### config.mk
export PLATFORM = sky130hd
export DESIGN_NAME = lcd_segment_common_driver
export DESIGN_NICKNAME = d
export VERILOG_FILES = /design/src/verilog/lcd_clock_divider.v /design/src/verilog/lcd_segment_common_driver.v
export VERILOG_INCLUDE_DIRS = /design/src /design/src/include
export SDC_FILE = /design/constraint.sdc
export NUM_CORES = 1
export LEC_CHECK = 0
export BUFFER_PORTS_ARGS = -buffer_cell sky130_fd_sc_hd__buf_2
export CAP_MARGIN = 20
export CORE_MARGIN = 2
export CORE_UTILIZATION = 55
export CTS_CLUSTER_DIAMETER = 60
export DETAILED_ROUTE_END_ITERATION = 8
export PLACE_DENSITY = 0.84
export SLEW_MARGIN = 25
export SYNTH_ARGS = -nofsm -noshare
export SYNTH_HDL_FRONTEND = slang
export SYNTH_SLANG_ARGS = --single-unit
### constraint.sdc
create_clock -name core_clk -period 8.61 [get_ports core_clk]
set_clock_uncertainty 0.15 [all_clocks]
set_input_delay 0.4305 -clock core_clk [delete_from_list [all_inputs] [get_ports core_clk]]
set_output_delay 0.4305 -clock core_clk [all_outputs]
set_load 0.005 [all_outputs]
### src/include/lcd_driver_consts.vh
// Constants for the LCD segment/common driver.
// Assumes inclusion by bare name from the design files.
`ifndef LCD_DRIVER_CONSTS_VH
`define LCD_DRIVER_CONSTS_VH
// ------------------------------------------------------------
// Register map and fields
// ------------------------------------------------------------
`define LCD_MODE_ADDR 16'hFFB0
`define LCD_MODE_RESET 8'h00
`define LCD_ON_BIT 7
`define LCD_CKSEL_HI 6
`define LCD_CKSEL_LO 4
`define LCD_LOWV_BIT 3
`define LCD_DMODE_HI 2
`define LCD_DMODE_LO 0
`define LCD_PORT_CTRL_ADDR 16'hFFB2
`define LCD_PORT_CTRL_RESET 8'h00
`define LCD_PORT_HI 7
`define LCD_PORT_LO 4
// ------------------------------------------------------------
// Display memory window
// ------------------------------------------------------------
`define LCD_MEM_BASE 16'hFA58
`define LCD_MEM_LAST 16'hFA7F
`define LCD_SEGS 40
`define LCD_COMS 4
`define LCD_PORT_SEGS 16
`define LCD_PORT_FIRST 24
// ------------------------------------------------------------
// Mode codes
// ------------------------------------------------------------
`define DMODE_4DIV 3'h0
`define DMODE_3DIV_B3 3'h1
`define DMODE_2DIV 3'h2
`define DMODE_3DIV_B2 3'h3
`define DMODE_STATIC 3'h4
`define CKSEL_DIV9 3'h0
`define CKSEL_DIV8 3'h1
`define CKSEL_DIV7 3'h2
`define CKSEL_DIV6 3'h3
// ------------------------------------------------------------
// Divider widths
// ------------------------------------------------------------
`define WATCH_PRE_BITS 7
`define LCD_DIV_BITS 9
`define PRE_MAX 7'h7F
`endif

### src/verilog/lcd_clock_divider.v
// Watch-timer prescaler and LCD clock selector.
// Assumes one core clock; slower rates leave here as one-cycle enables.
`timescale 1ns/100ps
`default_nettype none
`include "lcd_driver_consts.vh"
module lcd_clock_divider (
  // Clock and reset
  input wire core_clk,
  input wire reset,
  // Clock sources as enables
  input wire osc_tick,
  input wire sub_tick,
  input wire main_clock_select,
  input wire use_subsystem,
  input wire watch_operation_enable,
  input wire [2:0] clock_sel,
  // Selected LCD clock enable
  output wire panel_clock
);
  reg half_q;
  reg [`WATCH_PRE_BITS-1:0] pre_q;
  reg [`LCD_DIV_BITS-1:0] div_q;
  wire main_tick;
  wire watch_tick;
  reg sel_tap;
  wire [`LCD_DIV_BITS-1:0] div_next;

  // Main clock is half the oscillator unless the select bit is set
  assign main_tick = osc_tick & (main_clock_select | half_q);
  // Watch clock: main/2^7 or the subsystem tick; gated by watch enable
  assign watch_tick = watch_operation_enable &
    (use_subsystem ? sub_tick : (main_tick && pre_q == `PRE_MAX));
  assign div_next = div_q + {{(`LCD_DIV_BITS-1){1'b0}}, 1'b1};

  // Prescaler and LCD divider; a cleared watch enable freezes the LCD divider only, the prescaler keeps counting
  always @(posedge core_clk or posedge reset) begin
    if (reset) begin
      half_q <= 1'b0;
      pre_q <= {`WATCH_PRE_BITS{1'b0}};
      div_q <= {`LCD_DIV_BITS{1'b0}};
    end else begin
      if (osc_tick)
        half_q <= ~half_q;
      if (main_tick)
        pre_q <= pre_q + {{(`WATCH_PRE_BITS-1){1'b0}}, 1'b1};
      if (watch_tick)
        div_q <= div_next;
    end
  end

  // Tap where the counter rolls over at the selected power of two
  always @* begin
    case (clock_sel)
      `CKSEL_DIV9: sel_tap = (div_q[8:0] == 9'h1FF);
      `CKSEL_DIV8: sel_tap = (div_q[7:0] == 8'hFF);
      `CKSEL_DIV7: sel_tap = (div_q[6:0] == 7'h7F);
      `CKSEL_DIV6: sel_tap = (div_q[5:0] == 6'h3F);
      default: sel_tap = 1'b0; // Prohibited codes give no clock
    endcase
  end

  assign panel_clock = watch_tick & sel_tap;
endmodule
`default_nettype wire

### src/verilog/lcd_segment_common_driver.v
// LCD segment/common controller: mode registers, display memory, scan.
// Assumes a byte-wide memory-style CPU port and external level shifters
// that turn each drive code into the bias voltages.
// How it works
// - Scan reads display memory by itself; no software per refresh.
// - Five display modes: static, 1/2, 1/3 b2, 1/3 b3, 1/4 duty.
// - Forty segment outputs and four common outputs.
// - Sixteen segments switch to port use, two at a time.
// - Runs from subsystem clock tick alone.
// - Four-division mode uses all four commons, 160 pixels.
// - Eight-bit mode register, bit or byte writes, reset to zero.
// - Display off forces non-select on every segment.
// - Clock select picks watch clock over 2^9..2^6; others prohibited.
// - Mode field codes 000..100 decode to division and bias.
// - Clearing watch enable stops the LCD clock.
// - Frame rate is LCD clock over number of divisions.
// - Watch clock is main clock over 2^7 or subsystem clock.
// - Main clock is oscillator/2 or oscillator by select bit.
// - Memory bits 0..3 map to common slots 0..3; 1 selects.
// - Forty consecutive bytes, one per segment; upper four bits read zero.
// - Two-division leaves commons 2,3 open; three leaves 3 open.
`timescale 1ns/100ps
`default_nettype none
`include "lcd_driver_consts.vh"
module lcd_segment_common_driver (
  // Clock and reset
  input wire core_clk,
  input wire reset,
  // CPU memory port (byte wide, bit writes by mask)
  input wire [15:0] cpu_addr,
  input wire cpu_wr,
  input wire cpu_rd,
  input wire [7:0] cpu_wdata,
  input wire [7:0] cpu_wmask,
  output reg [7:0] cpu_rdata,
  output wire cpu_hit,
  // Clock sources and watch timer control
  input wire osc_tick,
  input wire sub_tick,
  input wire main_clock_select,
  input wire use_subsystem,
  input wire watch_operation_enable,
  // Common drive: select flag, phase, enable
  output reg [3:0] common_sel,
  output reg common_phase,
  output reg [3:0] common_oe,
  // Segment drive: select flag per segment, enable
  output reg [39:0] segment_sel,
  output reg [39:0] segment_oe,
  // Bias and power mode to the voltage generator
  output reg third_bias,
  output reg low_voltage
);
  // ----------------------------------------------------------
  // Registers and storage
  // ----------------------------------------------------------
  reg [7:0] lcd_display_mode_q;
  reg [7:0] segment_port_control_q;
  reg [3:0] mem_q [0:`LCD_SEGS-1];
  reg [3:0] slot_q;
  reg phase_q;
  wire panel_clock;
  wire display_on_bit;
  wire [2:0] dmode;
  wire [5:0] mem_idx;
  wire [15:0] mem_off;
  wire mem_hit;
  wire [7:0] mode_d;
  wire [7:0] port_d;
  localparam [3:0] SLOT0 = 4'h1;
  localparam [3:0] SLOT1 = 4'h2;
  localparam [3:0] SLOT2 = 4'h4;
  localparam [3:0] SLOT3 = 4'h8;

  // Number of active slots for a mode code
  function [2:0] slots_of;
    input [2:0] m;
    begin
      case (m)
        `DMODE_4DIV: slots_of = 3'h4;
        `DMODE_3DIV_B3: slots_of = 3'h3;
        `DMODE_3DIV_B2: slots_of = 3'h3;
        `DMODE_2DIV: slots_of = 3'h2;
        default: slots_of = 3'h1;
      endcase
    end
  endfunction

  // Bias for a mode code
  function is_third_bias;
    input [2:0] m;
    begin
      is_third_bias = (m == `DMODE_4DIV) || (m == `DMODE_3DIV_B3);
    end
  endfunction

  assign display_on_bit = lcd_display_mode_q[`LCD_ON_BIT];
  assign dmode = lcd_display_mode_q[`LCD_DMODE_HI:`LCD_DMODE_LO];
  assign mem_hit = (cpu_addr >= `LCD_MEM_BASE) && (cpu_addr <= `LCD_MEM_LAST);
  // Full-width offset, then cut: only six bits matter inside the window
  assign mem_off = cpu_addr - `LCD_MEM_BASE;
  assign mem_idx = mem_hit ? mem_off[5:0] : 6'h00;
  assign cpu_hit = mem_hit || (cpu_addr == `LCD_MODE_ADDR) ||
    (cpu_addr == `LCD_PORT_CTRL_ADDR);
  // Masked write merges so single-bit manipulation leaves the rest
  assign mode_d = (lcd_display_mode_q & ~cpu_wmask) | (cpu_wdata & cpu_wmask);
  assign port_d = (segment_port_control_q & ~cpu_wmask) | (cpu_wdata & cpu_wmask);

  // ----------------------------------------------------------
  // LCD clock
  // ----------------------------------------------------------
  lcd_clock_divider u_div (
    .core_clk(core_clk),
    .reset(reset),
    .osc_tick(osc_tick),
    .sub_tick(sub_tick),
    .main_clock_select(main_clock_select),
    .use_subsystem(use_subsystem),
    .watch_operation_enable(watch_operation_enable),
    .clock_sel(lcd_display_mode_q[`LCD_CKSEL_HI:`LCD_CKSEL_LO]),
    .panel_clock(panel_clock)
  );

  // Control registers
  always @(posedge core_clk or posedge reset) begin
    if (reset) begin
      lcd_display_mode_q <= `LCD_MODE_RESET;
      segment_port_control_q <= `LCD_PORT_CTRL_RESET;
    end else if (cpu_wr) begin
      if (cpu_addr == `LCD_MODE_ADDR)
        lcd_display_mode_q <= mode_d;
      if (cpu_addr == `LCD_PORT_CTRL_ADDR)
        segment_port_control_q <= {port_d[7:4], 2'b00, port_d[1:0]};
    end
  end

  // Display memory: low nibble stored only, upper bits read zero
  genvar g;
  generate
    for (g = 0; g < `LCD_SEGS; g = g + 1) begin : mem
      always @(posedge core_clk or posedge reset) begin
        if (reset)
          mem_q[g] <= 4'h0;
        else if (cpu_wr && mem_hit && mem_idx == g)
          mem_q[g] <= (mem_q[g] & ~cpu_wmask[3:0]) | (cpu_wdata[3:0] & cpu_wmask[3:0]);
      end
    end
  endgenerate

  // Read path
  always @(posedge core_clk or posedge reset) begin
    if (reset)
      cpu_rdata <= 8'h00;
    else if (cpu_rd) begin
      if (mem_hit)
        cpu_rdata <= {4'h0, mem_q[mem_idx]};
      else if (cpu_addr == `LCD_MODE_ADDR)
        cpu_rdata <= lcd_display_mode_q;
      else if (cpu_addr == `LCD_PORT_CTRL_ADDR)
        cpu_rdata <= segment_port_control_q;
      else
        cpu_rdata <= 8'h00;
    end
  end

  // ----------------------------------------------------------
  // Slot sequencer
  // ----------------------------------------------------------
  // One slot per LCD clock, so frame = LCD clock / divisions
  always @(posedge core_clk or posedge reset) begin
    if (reset) begin
      slot_q <= SLOT0;
      phase_q <= 1'b0;
    end else if (panel_clock) begin
      case (slot_q)
        SLOT0: slot_q <= (slots_of(dmode) > 3'h1) ? SLOT1 : SLOT0;
        SLOT1: slot_q <= (slots_of(dmode) > 3'h2) ? SLOT2 : SLOT0;
        SLOT2: slot_q <= (slots_of(dmode) > 3'h3) ? SLOT3 : SLOT0;
        SLOT3: slot_q <= SLOT0;
        default: slot_q <= SLOT0;
      endcase
      // Frame end flips polarity so the panel sees no DC
      if (slot_q == SLOT0 && slots_of(dmode) == 3'h1)
        phase_q <= ~phase_q;
      else if (slot_q != SLOT0 && ((slot_q == SLOT1 && slots_of(dmode) == 3'h2) ||
               (slot_q == SLOT2 && slots_of(dmode) == 3'h3) || slot_q == SLOT3))
        phase_q <= ~phase_q;
    end
  end

  // ----------------------------------------------------------
  // Output drive, registered
  // ----------------------------------------------------------
  integer i;
  always @(posedge core_clk or posedge reset) begin
    if (reset) begin
      common_sel <= 4'h0;
      common_phase <= 1'b0;
      common_oe <= 4'h0;
      segment_sel <= 40'h00_0000_0000;
      segment_oe <= 40'h00_0000_0000;
      third_bias <= 1'b0;
      low_voltage <= 1'b0;
    end else begin
      common_phase <= phase_q;
      third_bias <= is_third_bias(dmode);
      low_voltage <= lcd_display_mode_q[`LCD_LOWV_BIT];
      // Static mode drives one waveform on all commons
      common_sel <= (slots_of(dmode) == 3'h1) ? 4'hF : slot_q;
      case (slots_of(dmode))
        3'h2: common_oe <= 4'h3;
        3'h3: common_oe <= 4'h7;
        default: common_oe <= 4'hF;
      endcase
      for (i = 0; i < `LCD_SEGS; i = i + 1) begin
        // Bit n of each byte shown in slot n; off forces non-select
        segment_sel[i] <= display_on_bit & |(mem_q[i] & slot_q);
        // Fixed segments always drive; shared pins open pairwise upward, bad counts give none
        segment_oe[i] <= (i < `LCD_PORT_FIRST) ||
          ((segment_port_control_q[`LCD_PORT_HI:`LCD_PORT_LO] <= `LCD_PORT_SEGS / 2) &&
          ((i - `LCD_PORT_FIRST) / 2 < segment_port_control_q[`LCD_PORT_HI:`LCD_PORT_LO]));
      end
    end
  end
endmodule
`default_nettype wire

==> results.py <==
metrics = {
    "sta": {
        "worst_slew_pin_slew_ns": 1.12,
        "final-hold-violation-count": 0,
        "fin_setup_tns_ns": 0,
        "slew_headroom": 0.251,
        "finalCritPeriodShare": 0.414,
        "fin_crit_ns": 3.56,
        "slew_violations": 0,
        "rsz0062_at_grt": "no",
        "timing.fmax_mhz": 281,
        "setup_viol": 0,
    },
    "finish": {
        "synthToLayoutAreaGrowth_pct": 11.2,
        "drive_gt1_frac": 0.290,
        "num-nets-final": 1379,
        "final_area_sq_um": 14900,
    },
    "route": {
        "drt-initial-drc-count": 1734,
        "viasPerCell": 6.66,
        "wl_per_cell_um": 23.5,
        "routed_wl_um": 39400,
        "ant_nets": 0,
        "drt_pass1_iterations": 6,
        "vias": 11197,
        "drc": 0,
    },
    "clocking": {
        "post_cts_buffers": 0,
        "cts-root-buf": "clkbuf_16",
        "cts_buffers": 28,
        "h-tree-depth": 1,
        "clkTransAtPathRegs_ns": 0.06,
        "cts_tree": "yes",
        "clockBufferDepth": 3,
        "insertion_delay_ns": 0.55,
        "clkSinkCount": 262,
    },
    "outcome": {
        "outcome": "finished clean",
    },
    "worst_setup_path": {
        "cp.required_ns": 8.88,
        "path_class": "in2reg",
        "crit_path_cell_trace": "buf_2 > or4b_4 > nor4_2 > buf_4 > nand3_1 > nand2b_1 > nor2_1 > nand2_1 > mux2_2",
        "cp-startpoint": "cpu_addr[8]",
        "worst-path-buf-inv": 2,
        "cp-start-kind": "primary input",
        "crit_family": "simple AND/OR/NAND/NOR gates",
        "cp_slowest_cell": "nand3_1",
        "slowest_delay_ns": 0.74,
        "r2r-start": "slot_q[1]",
        "critPathMaxFanout": 38,
        "crit_arrival_ns": 3.83,
        "endpoint_kind": "flop",
    },
    "job": {
        "maxCapViolations": 0,
    },
    "yosys": {
        "yosysTopAreaCell": "dfrtp_1",
        "yosys.area.top_type_share": 0.487,
        "async_flop_share": 1.00,
        "synth_common_cells": "261 x dfrtp_1, 201 x nand2_1, 165 x mux2_2",
        "synth.ff_latch_count": 262,
        "yosys_warnings": 0,
        "yosysSeqAreaShare": 0.489,
        "synth_fp_nets": 1326,
        "synth.distinct_cells": 67,
        "yosysMostFrequentCell": "dfrtp_1",
        "synth.area.top_cells": "dfrtp_1 49%, mux2_2 14%, a22oi_1 6.6%, nand2_1 5.6%, a21boi_0 2.2%",
        "synthCells": 1281,
        "synth_edf_count": 0,
        "avgSynthCellArea_sq_um": 10.5,
        "ys.flop_type": "dfrtp_1",
        "netlist_area_sq_um": 13400,
    },
    "global_routing": {
        "grt_pass1_vias": 10954,
        "grt-ovfl-total": 0,
        "antenna_found_initial": 1,
        "track_usage": 0.305,
        "grt_pass1_wl_um": 62100,
        "grt_max_degree": 125,
    },
    "worst_hold_path": {
        "worstHoldPathType": "in2reg",
        "min_from": "cpu_wdata[6]",
    },
    "floorplan": {
        "fp.coreArea_sq_um": 24100,
        "ios": 141,
        "rows": 57,
        "die-area_sq_um": 25700,
        "chipHeight_um": 160,
        "start_util": 0.556,
        "die_x_um": 160,
    },
    "placed_design": {
        "place_congestion": 0.945,
        "portBuffers": 140,
        "place_area_sq_um": 14000,
        "dpl.hpwl_um": 24300,
    },
    "pwr": {
        "powerDensity_nw_per_um2": 175,
        "ir_drop_v": 0.000158,
        "power.leakage_nw": 6.73,
    },
}
cells by family after synthesis:
kind of cell               Yosys count  synth area share
AOI/OAI and AO/OA                  269             0.146
xor gates and xnor gates            17            0.0111
adders and majority gates            4           0.00373
buffers and inverters              140            0.0509
DFF                                262             0.489
muxes                              181             0.156
other                                1          0.000280
and+or+nand+nor                    407             0.143
where the power goes:
group	leakage (nW)	switching (W)	internal [W]	total, W
Sequential	3.61	0.0000256	0.00126	0.00129
Clock	0.434	0.000488	0.000659	0.00115
Combinational	2.68	0.000120	0.0000515	0.000172
path summary, 6_finish.rpt:
| path | to | slack (ns) | cells past startpoint |
|---|---|---|---|
| worst min register to register | common_phase | 0.25 | 0 |
| worst max register to register | phase_q | 5.96 | 7 |
| max in group asynchronous | segment_sel[33] | 6.47 | 4 |
| worst max-delay path | flop | 5.05 | 9 |
| min in group asynchronous | segment_sel[15] | 0.48 | 3 |
| worst min-delay path | flop | 0.02 | 2 |
layout make-up:
class                      count  area, sq um
timing repair buffer         156          835
sequential                   262         6560
fill                        1926         9190
tap                          324          405
multi-input combinational    879         6200
clock inverter                 9         51.3
inverter                       7         33.8
clock buffer                  42          825
antenna                        1         2.50
layout by cell type, fill, tap and decap left out, drive strengths merged, types with 6 or more instances in the layout:
master  synthesis  layout
dfrtp         261     261
nand2         203     203
mux2          178     178
buf            62     152
a22oi         118     118
nor2           77      77
clkbuf         71      42
a21boi         40      40
nand3          23      23
a21oi          22      22
a221oi         18      18
nor3           18      18
nor2b          16      16
nand4          14      14
o21ai          14      14
o22ai          13      13
xnor2          12      12
and3           10      10
nor4            9       9
clkinv          0       8
nand2b          7       7
a31oi           7       7
inv             7       7
or2             6       6
o211ai          6       6
through the flow:
stage          setup WS, ns  power, W  utilization  hold WS, ns  instances
4_1_cts                5.24   0.00261        0.618       0.0108       1679
3_5_place_dp           4.68   0.00147        0.580        0.237       1624
5_1_grt                4.97   0.00268        0.618       0.0166       1679
2_1_floorplan         0.819   0.00142            -        0.219       1281
6_report               5.05   0.00260        0.619       0.0224       1680
3_3_place_gp           4.76   0.00146        0.580        0.233       1624
per-layer routing:
| layer | track usage | up-vias | routed length, um |
|---|---|---|---|
| li1 | - | 4701 | - |
| met2 | 0.469 | 887 | 17600 |
| met1 | 0.410 | 5409 | 14800 |
| met3 | 0.0826 | 200 | 5050 |
| met4 | 0.128 | 0 | 1970 |
| met5 | 0 | - | 0 |
worst reg2reg max path, stage by stage (launching register included):
cell and delay (ns):
dfrtp_1 1.00, buf_4 0.49, nor2b_1 0.26, a22o_1 0.16, a22oi_1 0.06, o22ai_1 0.18
nand2_1 0.09, xnor2_1 0.16
what timing repair did:
| action | 4_1_cts | 5_1_grt |
|---|---|---|
| gates resized for setup | 0 | 0 |
| hold endpoints to repair | 121 | 0 |
| hold buffers | 4 | 0 |
Note: power is estimated with default switching activity, not from simulation.
